$ cat config.mk
export PLATFORM = sky130hd
export DESIGN_NAME = reader_host_port_tx_start
export DESIGN_NICKNAME = d
export VERILOG_FILES = /design/src/rtl/reader_host_port_tx_start.v
export VERILOG_INCLUDE_DIRS = /design/src /design/src/rtl
export SDC_FILE = /design/constraint.sdc
export NUM_CORES = 1
export LEC_CHECK = 0
export BUFFER_PORTS_ARGS = -buffer_cell sky130_fd_sc_hd__clkbuf_2
export CAP_MARGIN = 10
export CORE_MARGIN = 2
export CORE_UTILIZATION = 36
export CTS_CLUSTER_DIAMETER = 40
export DETAILED_ROUTE_END_ITERATION = 6
export GPL_TIMING_DRIVEN = 0
export PLACE_DENSITY_LB_ADDON = 0.05
export REMOVE_ABC_BUFFERS = 1
export SYNTH_ARGS = -nofsm -noshare
export SYNTH_HDL_FRONTEND = slang
export SYNTH_HIERARCHICAL = 1
export SYNTH_SLANG_ARGS = --single-unit
$ cat constraint.sdc
create_clock -name core_clk -period 2.9 [get_ports core_clk]
set_clock_uncertainty 0.05 [all_clocks]
set_input_delay 0.145 -clock core_clk [delete_from_list [all_inputs] [get_ports core_clk]]
set_output_delay 0.145 -clock core_clk [all_outputs]
set_load 0.1 [all_outputs]
$ cat src/rtl/host_port_defines.vh
// register map, word fields and timing constants of the host port
`ifndef HOST_PORT_DEFINES_VH
`define HOST_PORT_DEFINES_VH
`define A_ISO_CTRL 5'h01
`define A_OPT_B 5'h02
`define A_OPT_HBR 5'h03
`define A_PULSE_LEN 5'h05
`define A_MOD_CTRL 5'h09
`define A_REG_IO 5'h0B
`define A_IRQ_STAT 5'h0C
`define A_FIFO_STAT 5'h1C
`define A_TX_LEN_HI 5'h1D
`define A_TX_LEN_LO 5'h1E
`define A_FIFO 5'h1F
`define AW_CMD 7
`define AW_READ 6
`define AW_CONT 5
`define CMD_FIFO_RESET 5'h0F
`define CMD_TRANSMIT 5'h11
`define STRAP_SPI_SS 3'b110
`define STRAP_SPI_NOSS 3'b100
`define IRQ_TX_BIT 7
`define IRQ_FIFO_BIT 5
`define ISO_DIRECT_BIT 6
`define ISO_B_BIT 3
`define MOD_ANALOG_BIT 3
`define IO_EXT_PA_BIT 6
`define LEN_PART_BIT 0
`define OPT_B_NO_SOF 0
`define OPT_B_NO_EOF 1
`define OPT_B_EGT_LSB 2
`define OPT_B_EGT_MSB 3
`define HBR_NO_PARITY 0
`define HBR_TXRATE_LSB 5
`define HBR_TXRATE_MSB 6
`define PRESET_OPT_B 8'h00
`define PRESET_OPT_HBR 8'h00
`define PRESET_PULSE_LEN 8'h00
`define REG_RESET 8'h00
`define FIFO_CNT_FIELD_W 7
`define FIFO_LOW_LEVEL 4
`define CRC_INIT 16'hFFFF
`define CRC_POLY 16'h8408
`define TX_BIT_NS 9440
`define CLK_NS 50
`endif

$ cat src/rtl/reader_host_port_tx_start.v
// host port (parallel or spi), register file, data fifo and transmit start logic
//
// Contract
// - default mode adds SOF, EOF, parity and CRC to sent frames automatically.
// - writing protocol register reloads all transmit parameter registers with presets.
// - length and data loaded first: transmission starts when transmit command arrives.
// - command and length first: transmission starts at first FIFO data byte.
// - long frames raise FIFO level interrupt while draining; host refills FIFO.
// - transmission end sets TX-complete status bit and asserts interrupt request.
// - complete byte count is length-high byte plus upper nibble of length-low.
// - length-low B0 flags partial byte; B1..B3 give its bit count.
// - option registers pick B SOF/EOF/EGT, tx rate and parity method.
// - regulator/io B6 gives modulated output for external amplifier, external rx input.
// - modulation register B3 selects digital (0) or analog (1) modulation pin.
// - host port runs as parallel bus or SPI, never both.
// - strap pins sampled at reset select SPI with or without slave select.
// - device is slave only; interrupt pin requests service in both modes.
// - during SPI read, indicator pin high for the 8 data clocks.
// - each transaction opens with start condition then one 8-bit address/command word.
// - word B7 address/command, B6 read, B5 continuous, B4..B0 code.
// - continuous mode accesses given address, then increments per further word; the code holds the address at the FIFO address 1Fh.
// - non-continuous mode accepts exactly one data word after address.
// - parallel direct mode outputs bit stream and bit strobe on neighbouring pins.
`timescale 1ns/10ps
`include "host_port_defines.vh"

module tx_fifo #(
  parameter W = 8,
  parameter D = 16,
  parameter CW = $clog2(D + 1)
) (
  input wire clk,
  input wire srst,
  input wire clr,
  input wire in_valid,
  input wire [W-1:0] in_data,
  output wire in_ready,
  output wire out_valid,
  output wire [W-1:0] out_data,
  input wire out_ready,
  output wire [CW-1:0] count
);
  localparam AW = (D > 1) ? $clog2(D) : 1;
  reg [W-1:0] mem_r [0:D-1];
  reg [AW-1:0] wp_r;
  reg [AW-1:0] rp_r;
  reg [CW-1:0] cnt_r;
  wire push = in_valid & in_ready;
  wire pop = out_valid & out_ready;
  assign in_ready = (cnt_r != D[CW-1:0]);
  assign out_valid = (cnt_r != {CW{1'b0}});
  assign out_data = mem_r[rp_r];
  assign count = cnt_r;
  always @(posedge clk) begin
    if (push) begin
      mem_r[wp_r] <= in_data;
    end
  end
  always @(posedge clk) begin
    if (srst || clr) begin
      wp_r <= {AW{1'b0}};
      rp_r <= {AW{1'b0}};
      cnt_r <= {CW{1'b0}};
    end else begin
      if (push) begin
        wp_r <= (wp_r == D[AW-1:0] - 1'b1) ? {AW{1'b0}} : wp_r + 1'b1;
      end
      if (pop) begin
        rp_r <= (rp_r == D[AW-1:0] - 1'b1) ? {AW{1'b0}} : rp_r + 1'b1;
      end
      cnt_r <= cnt_r + {{(CW-1){1'b0}}, push} - {{(CW-1){1'b0}}, pop};
    end
  end
endmodule // tx_fifo

////////////////////////////////////////////////////////////////////////////////

module reader_host_port_tx_start #(
  parameter FIFO_DEPTH = 16,
  parameter TX_BIT_CYC = `TX_BIT_NS / `CLK_NS
) (
  input wire core_clk,
  input wire srst,
  input wire data_clk,
  input wire [7:0] io_in,
  output reg [7:0] io_out,
  output reg [7:0] io_oe,
  output reg irq,
  output reg tx_bit,
  output reg tx_strobe,
  output reg tx_sof,
  output reg tx_eof,
  output reg tx_busy,
  output reg ext_mod,
  output reg rx_ext_sel,
  output reg mod_analog
);
  localparam CW = $clog2(FIFO_DEPTH + 1);
  localparam P_ADDR = 4'b0001;
  localparam P_WDATA = 4'b0010;
  localparam P_RDATA = 4'b0100;
  localparam P_IGN = 4'b1000;
  localparam T_IDLE = 5'b00001;
  localparam T_SOF = 5'b00010;
  localparam T_LOAD = 5'b00100;
  localparam T_BITS = 5'b01000;
  localparam T_EOF = 5'b10000;
  localparam [15:0] BIT_CYC = TX_BIT_CYC;

  // pins cross into core_clk through two stages; stage 3 only serves edge detection and the clock-high check
  reg dclk_s1, dclk_s2, dclk_s3;
  reg [7:0] io_s1, io_s2, io_s3;
  always @(posedge core_clk) begin
    dclk_s1 <= data_clk;
    dclk_s2 <= dclk_s1;
    dclk_s3 <= dclk_s2;
    io_s1 <= io_in;
    io_s2 <= io_s1;
    io_s3 <= io_s2;
  end

  ////////////////////////////////////////////////////////////////////////////////
  // strap capture and interface mode
  reg strap_done_r, spi_ss_r, spi_noss_r;
  always @(posedge core_clk) begin
    if (srst) begin
      strap_done_r <= 1'b0;
      spi_ss_r <= 1'b0;
      spi_noss_r <= 1'b0;
    end else if (!strap_done_r) begin
      strap_done_r <= 1'b1;
      spi_ss_r <= (io_s2[2:0] == `STRAP_SPI_SS);
      spi_noss_r <= (io_s2[2:0] == `STRAP_SPI_NOSS);
    end
  end
  // any other strap pattern leaves the port in parallel mode
  wire spi = spi_ss_r | spi_noss_r;

  ////////////////////////////////////////////////////////////////////////////////
  // transaction framing and byte assembly
  wire clk_rise = dclk_s2 & ~dclk_s3;
  wire clk_fall = ~dclk_s2 & dclk_s3;
  wire clk_high = dclk_s2 & dclk_s3;
  wire d7_rise = io_s2[7] & ~io_s3[7];
  wire d7_fall = ~io_s2[7] & io_s3[7];
  wire ss_high = io_s2[4];
  wire start_c = spi_ss_r ? (io_s3[4] & ~ss_high) : (d7_rise & clk_high);
  wire stop_c = spi_ss_r ? (~io_s3[4] & ss_high) : (d7_fall & clk_high);
  reg sess_r;
  reg [3:0] ph_r;
  reg [2:0] bc_r;
  reg [7:0] shin_r;
  reg [7:0] shout_r;
  reg miso_r;
  reg [4:0] addr_r;
  reg cont_r;
  wire in_rise = sess_r & clk_rise & ~(spi_ss_r & ss_high);
  wire in_fall = sess_r & clk_fall & ~(spi_ss_r & ss_high);
  wire byte_done = in_rise & (~spi | (bc_r == 3'd7));
  wire [7:0] byte_val = spi ? {shin_r[6:0], io_s2[7]} : io_s2;
  wire in_addr = byte_done & (ph_r == P_ADDR);
  wire is_cmd = in_addr & byte_val[`AW_CMD];
  wire fifo_clr = is_cmd & (byte_val[4:0] == `CMD_FIFO_RESET);
  wire cmd_tx = is_cmd & (byte_val[4:0] == `CMD_TRANSMIT);
  wire wr_en = byte_done & (ph_r == P_WDATA);
  wire [4:0] nxt_addr = (addr_r == `A_FIFO) ? addr_r : addr_r + 5'd1;
  wire rd_first = in_addr & ~byte_val[`AW_CMD] & byte_val[`AW_READ];
  wire rd_load = rd_first | (byte_done & (ph_r == P_RDATA) & cont_r);
  wire [4:0] rd_addr = rd_first ? byte_val[4:0] : nxt_addr;

  always @(posedge core_clk) begin
    if (srst) begin
      sess_r <= 1'b0;
      ph_r <= P_IGN;
      bc_r <= 3'd0;
      shin_r <= 8'h00;
      addr_r <= 5'h00;
      cont_r <= 1'b0;
    end else if (start_c) begin
      sess_r <= 1'b1;
      ph_r <= P_ADDR;
      bc_r <= 3'd0;
    end else if (stop_c) begin
      sess_r <= 1'b0;
      ph_r <= P_IGN;
    end else if (in_rise) begin
      bc_r <= bc_r + 3'd1;
      shin_r <= {shin_r[6:0], io_s2[7]};
      if (byte_done) begin
        case (ph_r)
          P_ADDR: begin
            addr_r <= byte_val[4:0];
            cont_r <= byte_val[`AW_CONT];
            if (byte_val[`AW_CMD]) begin
              ph_r <= P_IGN;
            end else if (byte_val[`AW_READ]) begin
              ph_r <= P_RDATA;
            end else begin
              ph_r <= P_WDATA;
            end
          end
          P_WDATA, P_RDATA: begin
            if (cont_r) begin
              addr_r <= nxt_addr;
            end else begin
              ph_r <= P_IGN;
            end
          end
          default: ph_r <= P_IGN;
        endcase
      end
    end
  end

  ////////////////////////////////////////////////////////////////////////////////
  // register file
  reg [7:0] regs_r [0:31];
  reg [7:0] irq_stat_r;
  reg ovf_r;
  reg [7:0] rd_val;
  integer i;
  wire [CW-1:0] fifo_cnt;
  wire fifo_in_ready;
  wire fifo_push = wr_en & (addr_r == `A_FIFO);
  always @* begin
    case (rd_addr)
      `A_IRQ_STAT: rd_val = irq_stat_r;
      `A_FIFO_STAT: rd_val = {ovf_r, {(`FIFO_CNT_FIELD_W-CW){1'b0}}, fifo_cnt};
      `A_FIFO: rd_val = 8'h00;
      default: rd_val = regs_r[rd_addr];
    endcase
  end
  always @(posedge core_clk) begin
    if (srst) begin
      for (i = 0; i < 32; i = i + 1) begin
        regs_r[i] <= `REG_RESET;
      end
    end else if (wr_en && addr_r != `A_FIFO && addr_r != `A_IRQ_STAT &&
                 addr_r != `A_FIFO_STAT) begin
      regs_r[addr_r] <= byte_val;
      if (addr_r == `A_ISO_CTRL) begin
        regs_r[`A_OPT_B] <= `PRESET_OPT_B;
        regs_r[`A_OPT_HBR] <= `PRESET_OPT_HBR;
        regs_r[`A_PULSE_LEN] <= `PRESET_PULSE_LEN;
      end
    end
  end
  // overflow is sticky until the fifo reset command; a full fifo drops the byte
  always @(posedge core_clk) begin
    if (srst || fifo_clr) begin
      ovf_r <= 1'b0;
    end else if (fifo_push && !fifo_in_ready) begin
      ovf_r <= 1'b1;
    end
  end

  // read shifter: loaded at the address word, shifted on falling clocks in spi
  always @(posedge core_clk) begin
    if (srst) begin
      shout_r <= 8'h00;
      miso_r <= 1'b0;
    end else if (rd_load) begin
      shout_r <= rd_val;
    end else if (spi && in_fall && ph_r == P_RDATA) begin
      miso_r <= shout_r[7];
      shout_r <= {shout_r[6:0], 1'b0};
    end
  end

  ////////////////////////////////////////////////////////////////////////////////
  // data fifo
  wire fifo_valid;
  wire [7:0] fifo_data;
  reg fifo_pop_r;
  tx_fifo #(
    .W(8),
    .D(FIFO_DEPTH),
    .CW(CW)
  ) u_fifo (
    .clk(core_clk),
    .srst(srst),
    .clr(fifo_clr),
    .in_valid(fifo_push),
    .in_data(byte_val),
    .in_ready(fifo_in_ready),
    .out_valid(fifo_valid),
    .out_data(fifo_data),
    .out_ready(fifo_pop_r),
    .count(fifo_cnt)
  );

  ////////////////////////////////////////////////////////////////////////////////
  // transmitter
  wire [7:0] iso = regs_r[`A_ISO_CTRL];
  wire [7:0] opt_b = regs_r[`A_OPT_B];
  wire [7:0] opt_hbr = regs_r[`A_OPT_HBR];
  wire [7:0] len_lo = regs_r[`A_TX_LEN_LO];
  wire framing = ~iso[`ISO_DIRECT_BIT];
  wire is_b = iso[`ISO_B_BIT];
  wire sof_en = framing & ~(is_b & opt_b[`OPT_B_NO_SOF]);
  wire eof_en = framing & ~(is_b & opt_b[`OPT_B_NO_EOF]);
  wire par_en = framing & ~opt_hbr[`HBR_NO_PARITY];
  wire [15:0] per_cyc = BIT_CYC >> opt_hbr[`HBR_TXRATE_MSB:`HBR_TXRATE_LSB];
  wire [15:0] per_load = (per_cyc == 16'h0000) ? 16'h0000 : per_cyc - 16'h0001;
  wire [11:0] len12 = {regs_r[`A_TX_LEN_HI], len_lo[7:4]};
  reg [4:0] ts_r;
  reg [15:0] tmr_r;
  reg [11:0] left_r;
  reg part_r;
  reg [2:0] part_bits_r;
  reg [8:0] sh_r;
  reg [3:0] nbits_r;
  reg [3:0] dbits_r;
  reg [15:0] crc_r;
  reg [1:0] crc_ph_r;
  reg [1:0] egt_r;
  reg arm_r;
  reg low_prev_r;
  wire tick = (tmr_r == 16'h0000);
  wire start_tx = arm_r & fifo_valid & (ts_r == T_IDLE);
  wire crc_fb = crc_r[0] ^ sh_r[0];
  wire tx_done = (ts_r == T_EOF && tick) ||
                 (ts_r == T_LOAD && left_r == 12'h000 && !part_r &&
                  !(framing && crc_ph_r != 2'd2) && !eof_en);
  wire [12:0] remain = {1'b0, left_r} + {12'h000, part_r};
  // a byte being popped has already left left_r; counting it as queued too
  // would drop low_now for one cycle and raise the fifo flag a second time
  wire [CW-1:0] queued = fifo_cnt - {{(CW-1){1'b0}}, fifo_pop_r};
  // level irq only while sending and more data is still owed than is queued
  wire low_now = (ts_r != T_IDLE) && (queued < `FIFO_LOW_LEVEL) &&
                 (remain > {{(13-CW){1'b0}}, queued});

  always @(posedge core_clk) begin
    if (srst || fifo_clr) begin
      arm_r <= 1'b0;
    end else if (cmd_tx) begin
      arm_r <= 1'b1;
    end else if (start_tx) begin
      arm_r <= 1'b0;
    end
  end

  always @(posedge core_clk) begin
    if (srst) begin
      ts_r <= T_IDLE;
      tmr_r <= 16'h0000;
      left_r <= 12'h000;
      part_r <= 1'b0;
      part_bits_r <= 3'd0;
      sh_r <= 9'h000;
      nbits_r <= 4'd0;
      dbits_r <= 4'd0;
      crc_r <= `CRC_INIT;
      crc_ph_r <= 2'd0;
      egt_r <= 2'd0;
      fifo_pop_r <= 1'b0;
      tx_bit <= 1'b0;
      tx_strobe <= 1'b0;
    end else begin
      fifo_pop_r <= 1'b0;
      tx_strobe <= 1'b0;
      tmr_r <= tick ? per_load : tmr_r - 16'h0001;
      case (ts_r)
        T_IDLE: begin
          if (start_tx) begin
            left_r <= len12;
            part_r <= len_lo[`LEN_PART_BIT];
            part_bits_r <= len_lo[3:1];
            crc_r <= `CRC_INIT;
            crc_ph_r <= framing ? 2'd0 : 2'd2;
            tmr_r <= per_load;
            ts_r <= sof_en ? T_SOF : T_LOAD;
          end
        end
        T_SOF: begin
          if (tick) begin
            ts_r <= T_LOAD;
          end
        end
        T_LOAD: begin
          if (!fifo_pop_r && left_r != 12'h000) begin
            if (fifo_valid) begin
              fifo_pop_r <= 1'b1;
              sh_r <= {~^fifo_data, fifo_data};
              nbits_r <= par_en ? 4'd9 : 4'd8;
              dbits_r <= 4'd8;
              left_r <= left_r - 12'h001;
              ts_r <= T_BITS;
            end
          end else if (!fifo_pop_r && part_r) begin
            if (fifo_valid) begin
              fifo_pop_r <= 1'b1;
              sh_r <= {1'b0, fifo_data};
              nbits_r <= {1'b0, part_bits_r};
              dbits_r <= {1'b0, part_bits_r};
              part_r <= 1'b0;
              ts_r <= T_BITS;
            end
          end else if (!fifo_pop_r && crc_ph_r != 2'd2) begin
            sh_r <= crc_ph_r[0] ? {~^crc_r[15:8], crc_r[15:8]} : {~^crc_r[7:0], crc_r[7:0]};
            nbits_r <= par_en ? 4'd9 : 4'd8;
            dbits_r <= 4'd0;
            crc_ph_r <= crc_ph_r + 2'd1;
            ts_r <= T_BITS;
          end else if (!fifo_pop_r) begin
            ts_r <= eof_en ? T_EOF : T_IDLE;
          end
          egt_r <= is_b ? opt_b[`OPT_B_EGT_MSB:`OPT_B_EGT_LSB] : 2'd0;
        end
        T_BITS: begin
          if (tick) begin
            if (nbits_r != 4'd0) begin
              tx_bit <= sh_r[0];
              tx_strobe <= 1'b1;
              sh_r <= {1'b0, sh_r[8:1]};
              nbits_r <= nbits_r - 4'd1;
              if (dbits_r != 4'd0) begin
                dbits_r <= dbits_r - 4'd1;
                crc_r <= (crc_r >> 1) ^ (crc_fb ? `CRC_POLY : 16'h0000);
              end
            end else if (egt_r != 2'd0) begin
              tx_bit <= 1'b0;
              egt_r <= egt_r - 2'd1;
            end else begin
              tx_bit <= 1'b0;
              ts_r <= T_LOAD;
            end
          end
        end
        T_EOF: begin
          if (tick) begin
            ts_r <= T_IDLE;
          end
        end
        default: ts_r <= T_IDLE;
      endcase
    end
  end

  ////////////////////////////////////////////////////////////////////////////////
  // status and interrupt; a new event beats a read-clear in the same cycle
  wire rd_clr = rd_load & (rd_addr == `A_IRQ_STAT);
  always @(posedge core_clk) begin
    if (srst) begin
      irq_stat_r <= 8'h00;
      low_prev_r <= 1'b0;
      irq <= 1'b0;
    end else begin
      low_prev_r <= low_now;
      irq_stat_r <= (rd_clr ? 8'h00 : irq_stat_r) |
                    ({7'h00, tx_done} << `IRQ_TX_BIT) |
                    ({7'h00, low_now & ~low_prev_r} << `IRQ_FIFO_BIT);
      irq <= |irq_stat_r;
    end
  end

  ////////////////////////////////////////////////////////////////////////////////
  // pin drivers
  wire rd_phase = (ph_r == P_RDATA) & sess_r;
  wire direct = iso[`ISO_DIRECT_BIT];
  always @(posedge core_clk) begin
    if (srst) begin
      io_out <= 8'h00;
      io_oe <= 8'h00;
      tx_sof <= 1'b0;
      tx_eof <= 1'b0;
      tx_busy <= 1'b0;
      ext_mod <= 1'b0;
      rx_ext_sel <= 1'b0;
      mod_analog <= 1'b0;
    end else begin
      if (spi) begin
        io_out <= {1'b0, miso_r, rd_phase, 5'h00};
        io_oe <= 8'h60;
      end else if (rd_phase) begin
        io_out <= shout_r;
        io_oe <= 8'hFF;
      end else if (direct) begin
        io_out <= {1'b0, tx_bit, tx_strobe, 5'h00};
        io_oe <= 8'h60;
      end else begin
        io_out <= 8'h00;
        io_oe <= 8'h00;
      end
      tx_sof <= (ts_r == T_SOF);
      tx_eof <= (ts_r == T_EOF);
      tx_busy <= (ts_r != T_IDLE);
      ext_mod <= regs_r[`A_REG_IO][`IO_EXT_PA_BIT] & tx_bit;
      rx_ext_sel <= regs_r[`A_REG_IO][`IO_EXT_PA_BIT];
      mod_analog <= regs_r[`A_MOD_CTRL][`MOD_ANALOG_BIT];
    end
  end
endmodule // reader_host_port_tx_start

==> results by group, run 1 <==
Run status
  • Status: finished, violations left
  • Failing checks: setup timing

Global routing
  • Overall routing resource usage: 0.233
  • Initial antenna violation count: 1
  • Largest net degree at the start of global routing: 59
  • First-pass GRT wire length: ~120 mm
  • Number of global-route vias before repair: 18.9k
  • Overflow after GRT: 0

Worst hold path
  • Hold_sp: srst
  • Worst Hold Class: in2reg

Finish
  • Register Area: 14900 µm²
  • Antenna cells: 0
  • Post-layout util: 0.478
  • Multi-input gate area: 11400 µm²
  • Ratio of cells with drive above 1 in the final layout: 0.255
  • Post-layout net count: 2502
  • Layout area overhead: 32.3%
  • Filler cells: 6302

Clocking
  • Clk pin slew, worst setup/hold paths: 0.06 ns
  • Clock Tree Buf Depth: 3
  • TritonCTS clock tree: yes
  • Cts bufs inserted: 104
  • Clock tree sinks: ~550
  • Clk Latency, worst-skew pair: 0.66 ns
  • Root Buffer: clkbuf_16
  • CTS H-tree depth: 3

Routing
  • First-pass DRT Iterations: 5
  • DR DRC count: 0
  • DR iter-0 viols: 1398
  • Vias/cell: 5.45
  • DR WL/cell: 24.0 µm
  • Drt total wl: 83.4 mm
  • DRT antenna net count: 0
  • DR vias: 19.0k

Floorplan
  • Boundary pin count: 36
  • Initial Utilization: 0.362
  • Die Span X: 269 µm
  • Area of the core: approximately 70000 µm²
  • Die Y: 269 µm
  • Die area: about 72000 µm²
  • Row count: 97

Synth
  • Count leader, synth: nor2_1
  • Post-synth EDFFs: 376
  • Synth warnings: 6
  • Top cells by area, synth: edfxtp_1 45%, dfxtp_1 14%, nor2_1 5.8%
  • Gate count of the mapped netlist: 2285
  • Yosys top cell by area: edfxtp_1
  • Synth async-reset ratio: 0
  • Sequential fraction of the synthesis area: 0.588
  • Synth unique cells: 90
  • Post-synth top area share: 0.447
  • Top post-synthesis cells by count: 392 x nor2_1, 376 x edfxtp_1, 210 x nand2_1
  • Yosys reg bits: approximately 550
  • Cell Area, Synth: ~25000 µm²
  • Avg Synthesized Cell Area: 11.0 µm²
  • Main synth FF type: edfxtp_1

Timing
  • F_max: between 0.3 and 0.4 GHz
  • Tcrit/Tclk final: 1.13
  • PnR worst setup slack: -0.369 ns
  • Tmin final: 3.27 ns
  • Max-Slew Margin vs Limit: 0.194
  • Final setup viols: 9
  • RSZ-0062 raised after global routing: yes
  • Pins Over Slew Limit: 0
  • Final hold vios: 0
  • Worst-margin pin slew: between 1 and 1.5 ns
  • Hold_ws: 0.0179 ns

Place
  • DP Wirelength: just over 50 mm
  • PortBufs: 35
  • Dpl ws: -2.57 ns
  • Gp weighted congestion: 0.857

Critical path
  • Slowest CP cell: nor4_4
  • Crit-path cells: ha_4 -> ha_4 -> o211ai_1 -> buf_4 -> a211o_4 -> nor3_4 -> nor2_4 -> buf_12 -> buf_16 -> mux2i_4 -> o221ai_4 -> nor4_4 -> o31ai_2
  • Reg2reg start: bc_r[0]$_SDFFE_PP0P_
  • Crit Path Class: reg2reg
  • Data required time of the critical path: 3.37 ns
  • CP most frequent cell: ha_4
  • Kind of cell adding the most delay to the critical path: simple AND/OR/NAND/NOR gates
  • Max stage delay on crit path: between 0.5 and 0.6 ns
  • Worst-path maximum fanout: 8
  • CP Launch Type: register
  • Crit. End Element: register
  • Critical path arrival: 3.74 ns
  • Critical Path Start: bc_r[0]$_SDFFE_PP0P_
  • Critical path buffers and inverters: 3

Flow run
  • MaxCap Viol Count: 0

Power
  • LEAKAGE: 0.0118 µW
  • Pwr/cell area: ~700 nW/µm²
  • Total Power: 23400 µW
  • Maximum vdd drop: between 0.0004 and 0.0005 V
==> layout make-up <==
class,instances,share of cell area
sequential,554,0.446
multi-input combinational,1554,0.341
inverter,48,0.00566
timing repair buffer,192,0.0642
clock buffer,115,0.0807
tap,940,0.0352
timing repair inverter,1,0.000150
clock inverter,76,0.0265
==> power by group <==
part	switching, µW	internal (µW)	total [µW]
Sequential	251	8750	9010
Clock	4330	7920	12200
Combinational	1330	776	2110
==> through the flow <==
stage	setup TNS, ns	cells	area [µm²]
floorplan	-126.37	2145	24600
global placement	-2666.97	3120	26000
detailed placement	-285.12	3145	26600
CTS	-2.05	3468	33000
global route	-3.46	3480	33400
finish	-2.69	3480	33400
==> final timing paths <==
kind	to	slack, ns	depth (start not counted)
worst min register to register	io_s2[3]$_DFF_P_	0.27	0
worst max-delay path	shout_r[1]$_SDFFE_PP0P_	-0.37	13
worst min-delay path	tmr_r[6]$_SDFF_PP0_	0.02	4
worst max register to register	shout_r[1]$_SDFFE_PP0P_	-0.37	13
==> tightest hold or removal path, cell delays in order <==
cell	delay [ns]
clkbuf_8	0.13
buf_12	0.10
buf_12	0.21
nor2_1	0.07
==> per-layer routing <==
layer,vias up,track usage,wire [µm]
li1,8766,-,-
met1,9458,0.295,35200
met2,557,0.397,40800
met3,184,0.0402,4210
met4,2,0.0877,3250
met5,-,0,13
==> cells in the final DEF (no fill, tap or decap), drive strengths merged, types with 25 or more instances in the layout <==
master / synthesis / final
nor2: 393 / 394
edfxtp: 376 / 376
nand2: 213 / 218
dfxtp: 178 / 178
clkbuf: 121 / 150
buf: 42 / 141
mux2i: 92 / 92
a21oi: 86 / 86
o21ai: 70 / 71
inv: 48 / 66
nor3: 58 / 58
nand3: 57 / 58
a211oi: 58 / 58
and3: 48 / 48
xnor2: 38 / 38
ha: 35 / 35
mux4: 32 / 32
clkinv: 0 / 32
a311oi: 29 / 29
nor4: 25 / 25
==> kinds of logic after synthesis <==
logic type / synth area share
xor+xnor: 0.0191
mux: 0.0677
flops: 0.588
fa+ha+maj: 0.0181
compound gates: 0.108
buf+inv: 0.0351
other cells: 0.000149
simple gates: 0.163
==> flip-flops by register name, indices dropped and copies added, names as in the netlist, 8 cells and up, named ones only <==
register / count
crc_r: 16
io_out: 8
io_s1: 8
io_s2: 8
left_r: 12
regs_r: 256
sh_r: 9
shout_r: 8
tmr_r: 16
u_fifo/mem_r: 128
==> what timing repair did <==
item	4_1_cts	5_1_grt
endpoints found under the setup margin	605	148
hold buffers	18	0
setup buffers	93	13
endpoints found under the hold margin	49	0
pin swaps	66	24
gates cloned	21	0
resized for setup	249	79
(Power assumes the default switching activity.)
==> run 2, diff against run 1 <==
Settings changed: BUFFER_PORTS_ARGS -buffer_cell sky130_fd_sc_hd__clkbuf_2 to default, DONT_BUFFER_PORTS from default to 1.
==> results by group, run 2 (synthesis results as in run 1) <==
Clocking
  • Clk Latency, worst-skew pair: 0.65 ns (about the same)
  • Cts bufs inserted: 100 (-3.8%)
  • Root Buffer: clkbuf_16
  • Clock Tree Buf Depth: 3 (unchanged)
  • Clock tree sinks: 554 (unchanged)
  • CTS H-tree depth: 3 (unchanged)
  • Clk pin slew, worst setup/hold paths: 0.06 ns (about the same)
  • TritonCTS clock tree: yes

Timing
  • F_max: 0.311 GHz (+1.6%)
  • Final hold vios: 0 (unchanged)
  • Tcrit/Tclk final: 1.11 (-0.0182)
  • PnR worst setup slack: -0.317 ns (+0.0528 ns)
  • Max-Slew Margin vs Limit: 0.188 (-0.00547)
  • Final setup viols: 9 (unchanged)
  • RSZ-0062 raised after global routing: yes
  • Tmin final: 3.22 ns (-0.0528 ns)
  • Pins Over Slew Limit: 0 (unchanged)
  • Worst-margin pin slew: 1.21 ns (+0.00814 ns)
  • Hold_ws: 0.182 ns (+0.164 ns)

Routing
  • DR DRC count: 1 (+1)
  • Vias/cell: 5.49 (+0.79%)
  • DR WL/cell: 24.3 µm (+1.5%)
  • DR iter-0 viols: 1346 (-3.7%)
  • Drt total wl: 84.2 mm (+0.87%)
  • First-pass DRT Iterations: 7 (+2)
  • DR vias: 19.0k (+0.18%)
  • DRT antenna net count: 0 (unchanged)

Critical path
  • Critical path arrival: 3.73 ns (about the same)
  • Reg2Reg Setup Slack: -0.32 ns (+0.05 ns)
  • FF-to-FF End: shout_r[6]$_SDFFE_PP0P_
  • Data required time of the critical path: 3.41 ns (+0.04 ns)
  • Crit. End Element: register
  • Crit Path Class: reg2reg
  • FF-to-FF path depth: 12 (-1)
  • Reg2reg start: bc_r[0]$_SDFFE_PP0P_
  • CP Launch Type: register
  • Worst-path maximum fanout: 6 (-2)

Floorplan
  • Die Span X: 269 µm (unchanged)
  • Area of the core: 69800 µm² (unchanged)
  • Row count: 97 (unchanged)
  • Die Y: 269 µm (unchanged)
  • Die area: 72300 µm² (unchanged)
  • Initial Utilization: 0.362 (unchanged)
  • Boundary pin count: 36 (unchanged)

Finish
  • Biggest register: regs_r
  • Top Registers: regs_r: 256 flops, u_fifo/mem_r: 128 flops
  • Post-layout net count: 2481 (-0.84%)
  • Final instance area: 33000 µm² (-1.3%)
  • Ratio of cells with drive above 1 in the final layout: 0.242 (-0.0132)
  • Most frequent cells in the layout: 385 x nor2_1, 376 x edfxtp_1, 181 x nand2_1
  • Layout area overhead: 30.5%
  • Most common cell after layout, fill and taps aside: nor2_1
  • Post-layout util: 0.472 (-0.00627)
  • Max reg flops: 256 (unchanged)

Global routing
  • Number of global-route vias before repair: 18.9k (+0.20%)
  • First-pass GRT wire length: 124 mm (+0.64%)
  • Initial antenna violation count: 2 (+1)
  • Overall routing resource usage: 0.234 (+0.00158)
  • Largest net degree at the start of global routing: 73 (+24%)
  • Overflow after GRT: 0 (unchanged)

Flow run
  • MaxCap Viol Count: 0 (unchanged)

Place
  • Post-DP Area: 26500 µm² (-0.38%)
  • PortBufs: 0 (-100%)
  • Gp weighted congestion: 0.862 (+0.60%)
  • DP Wirelength: 51.0 mm (+0.37%)

Worst hold path
  • Hold path depth: 3 (-1)
  • Worst Hold Class: in2reg
  • Hold_sp: srst
  • WHS Endpoint: tx_bit$_SDFFE_PP0P_

Power
  • Total Power: 22700 µW (-2.7%)
  • Maximum vdd drop: 0.000448 V (-1.3%)
  • Pwr/cell area: 690 nW/µm² (-1.4%)
  • LEAKAGE: 0.0116 µW (-1.7%)

Run status
  • Failing checks: DRC, setup timing
  • Status: finished, violations left
run 2: timing repair:
action | 4_1_cts | 5_1_grt
cloned | 16 | 3
buffers inserted | 84 | 24
endpoints found under the hold margin | 172 | 0
gates resized for setup | 228 | 68
pin swaps | 61 | 25
hold buffers | 33 | 0
endpoints found under the setup margin | 611 | 330
run 2: routing by layer:
metal,global-route usage,share of wire,up-vias
li1,-,-,8710
met1,0.304,0.42,9492
met2,0.392,0.48,617
met3,0.0415,0.057,182
met4,0.0877,0.040,0
met5,0,0,-
run 2: layout make-up:
| type | instances | area [µm²] |
|---|---|---|
| Clock buffer | 115 | 2660 |
| Sequential cell | 554 | 14900 |
| Timing Repair inverter | 1 | 5.00 |
| Multi-Input combinational cell | 1553 | 11200 |
| Inverter | 48 | 191 |
| Timing Repair Buffer | 176 | 2090 |
| Antenna cell | 2 | 5.00 |
| Tap cell | 940 | 1180 |
| Clock inverter | 70 | 776 |
| Fill cell | 6315 | 36800 |
run 2: through the flow:
| stage | cells | TNS (ns) | setup slack, ns |
|---|---|---|---|
| global route | 3457 | -9.77 | -0.418 |
| detailed placement | 3113 | -182.29 | -2.46 |
| global placement | 3085 | -1429.19 | -9.50 |
| finish | 3459 | -2.21 | -0.317 |
| CTS | 3431 | -12.86 | -0.219 |
| floorplan | 2145 | -126.37 | -4.39 |
run 2: critical path, stage by stage (launching register included):
cell      delay [ns]
dfxtp_2         0.35
ha_4            0.14
ha_4            0.12
o211ai_1        0.11
buf_4           0.19
a211oi_4        0.28
buf_12          0.15
nand2_2         0.13
mux2i_1         0.51
nand2_2         0.25
o21ai_0         0.44
nor4_4          0.11
a211oi_2        0.28
run 2: power by group:
group | internal [µW] | total [µW] | switching (µW)
Clock | 7470 | 11800 | 4280
Combinational | 690 | 1900 | 1210
Sequential | 8750 | 9060 | 309
Total | 16900 | 22700 | 5810
run 2: worst max-delay path by stage:
stage | from | to | cells after the start
after floorplan | spi_ss_r$_SDFFE_PP0N_ | shout_r[0]$_SDFFE_PP0P_ | 8
after global placement | spi_ss_r$_SDFFE_PP0N_ | shout_r[1]$_SDFFE_PP0P_ | 9
after detailed placement | spi_ss_r$_SDFFE_PP0N_ | shout_r[5]$_SDFFE_PP0P_ | 11
after CTS | bc_r[1]$_SDFFE_PP0P_ | shout_r[2]$_SDFFE_PP0P_ | 14
after global routing | bc_r[0]$_SDFFE_PP0P_ | shout_r[5]$_SDFFE_PP0P_ | 14
final | bc_r[0]$_SDFFE_PP0P_ | shout_r[6]$_SDFFE_PP0P_ | 12
==> run 3, diff against run 2 <==
Settings changed: MAX_ROUTING_LAYER from default to met4, REMOVE_ABC_BUFFERS 1 to default.
==> results by group, run 3 (synthesis results as in run 1) <==
Run status
  • Status: finished, violations left
  • Failing checks: setup timing

Finish
  • Post-layout net count: 2561 (+3.2%)
  • Ratio of cells with drive above 1 in the final layout: 0.260 (+0.0184)
  • Final instance area: 33600 µm² (+1.8%)
  • Post-layout util: 0.481 (+0.00870)
  • Layout area overhead: 32.9%
  • Top Registers: regs_r: 256 flops, u_fifo/mem_r: 128 flops
  • Antenna cells: 0 (-2)
  • Final cell count without fillers: 3548 (+2.6%)
  • Biggest register: regs_r
  • Filler cells: 6355 (+0.63%)
  • Most common cell after layout, fill and taps aside: nor2_1
  • Max reg flops: 256 (unchanged)
  • Most frequent cells in the layout: 387 x nor2_1, 376 x edfxtp_1, 177 x nand2_1

Critical path
  • Critical path arrival: 3.65 ns (-0.08 ns)
  • CP Launch Type: register
  • Crit. End Element: register
  • Crit Path Class: reg2reg
  • Reg2Reg Setup Slack: -0.27 ns (+0.04 ns)
  • Worst-path maximum fanout: 10 (+4)
  • Data required time of the critical path: 3.38 ns (-0.03 ns)

Floorplan
  • Die Y: 269 µm (unchanged)
  • Initial Utilization: 0.362 (unchanged)
  • Die Span X: 269 µm (unchanged)
  • Row count: 97 (unchanged)
  • Die area: 72300 µm² (unchanged)
  • Area of the core: 69800 µm² (unchanged)
  • Boundary pin count: 36 (unchanged)

Timing
  • Hold_ws: 0.161 ns (-0.0211 ns)
  • Max-Slew Margin vs Limit: 0.171 (-0.0170)
  • F_max: 0.315 GHz (+1.3%)
  • RSZ-0062 raised after global routing: yes
  • Tcrit/Tclk final: 1.09 (-0.0145)
  • Tmin final: 3.17 ns (-0.0421 ns)
  • Final setup viols: 24 (+15)
  • Pins Over Slew Limit: 0 (unchanged)
  • Worst-margin pin slew: 1.24 ns (+0.0348 ns)
  • PnR worst setup slack: -0.274 ns (+0.0421 ns)
  • Final hold vios: 0 (unchanged)

Place
  • Post-DP Area: 26600 µm² (+0.50%)
  • Dpl ws: -2.28 ns (+0.178 ns)
  • Dpl cells: 3251 (+4.4%)
  • Gp weighted congestion: 0.915 (+6.1%)
  • DP Wirelength: 62.6 mm (+23%)
  • PortBufs: 0 (unchanged)

Power
  • LEAKAGE: 0.0119 µW (+2.4%)
  • Maximum vdd drop: 0.000473 V (+5.7%)
  • Pwr/cell area: 712 nW/µm² (+3.2%)

Routing
  • DRT antenna net count: 0 (unchanged)
  • DR DRC count: 0 (-1)
  • DR vias: 19.5k (+2.7%)
  • Drt total wl: 90.9 mm (+8.0%)
  • DR WL/cell: 25.6 µm (+5.3%)
  • Vias/cell: 5.50 (+0.11%)
  • DR iter-0 viols: 1636 (+22%)
  • First-pass DRT Iterations: 6 (-1)

Global routing
  • First-pass GRT wire length: 131 mm (+5.4%)
  • Largest net degree at the start of global routing: 18 (-75%)
  • Overall routing resource usage: 0.258 (+0.0241)
  • Number of global-route vias before repair: 19.3k (+2.0%)
  • Initial antenna violation count: 1 (-1)
  • Overflow after GRT: 0 (unchanged)

Clocking
  • Root Buffer: clkbuf_16
  • Clk pin slew, worst setup/hold paths: 0.05 ns (about the same)
  • TritonCTS clock tree: yes
  • Clock Tree Buf Depth: 3 (unchanged)
  • Clk Latency, worst-skew pair: 0.66 ns (about the same)
  • Clock tree sinks: 554 (unchanged)
  • Cts bufs inserted: 106 (+6.0%)
  • CTS H-tree depth: 3 (unchanged)

Flow run
  • MaxCap Viol Count: 0 (unchanged)

Worst hold path
  • Worst Hold Class: in2reg
[run 3: stage by stage]
stage,total power [µW],TNS [ns]
after global routing,24600,-6.95
final,23900,-2.65
after detailed placement,10900,-289.29
after floorplan,10300,0
after global placement,10900,-287.56
after CTS,23900,-2.14
[run 3: final timing paths]
check	from	cells after the start	endpoint
hold / removal	srst	2	tx_busy$_SDFF_PP0_
setup reg to reg	bc_r[0]$_SDFFE_PP0P_	13	shout_r[4]$_SDFFE_PP0P_
hold reg to reg	dclk_s1$_DFF_P_	0	dclk_s2$_DFF_P_
setup / recovery	bc_r[0]$_SDFFE_PP0P_	13	shout_r[4]$_SDFFE_PP0P_
[run 3: routing by layer]
metal  up-vias  global-route usage  wire length (µm)
li1       8867                   -                 -
met1      9765               0.316             38300
met2       661               0.427             43900
met3       219              0.0407              4630
met4         0               0.106              4150
met5         -                   -                 0
[run 3: cell type report]
cell class	instances	area, µm²	share of cell area
multi-input cells	1543	11400	0.338
plain buffers	143	1060	0.0316
clock inverters	78	907	0.0270
repair inverters	1	5.00	0.000149
flip-flops and latches	554	14900	0.444
well taps	940	1180	0.0350
repair buffers	117	1140	0.0339
clock buffers	124	2840	0.0848
inverters	48	190	0.00567
[run 3: what timing repair did]
action	in CTS	in global routing
hold buffers	19	0
buffers inserted	56	35
pin swaps	61	55
endpoints found under the setup margin	723	208
resized for setup	400	142
cloned	7	0
endpoints found under the hold margin	26	0
[run 3: power breakdown]
group | internal [µW] | total, µW | switching (µW) | leakage (µW)
Sequential | 8760 | 9070 | 312 | 0.00515
Combinational | 739 | 2050 | 1310 | 0.00492
Clock | 8280 | 12800 | 4490 | 0.00182
Total | 17800 | 23900 | 6110 | 0.0119
[run 3: worst max-delay path, cell delays in order, from the launching register on]
cell	delay [ns]
dfxtp_2	0.35
ha_4	0.14
ha_4	0.13
o211ai_1	0.12
buf_4	0.18
a211oi_4	0.26
buf_6	0.17
a21oi_4	0.08
nor2_4	0.17
buf_4	0.33
mux2i_1	0.35
o22ai_1	0.18
nor4_4	0.44
o31ai_1	0.11
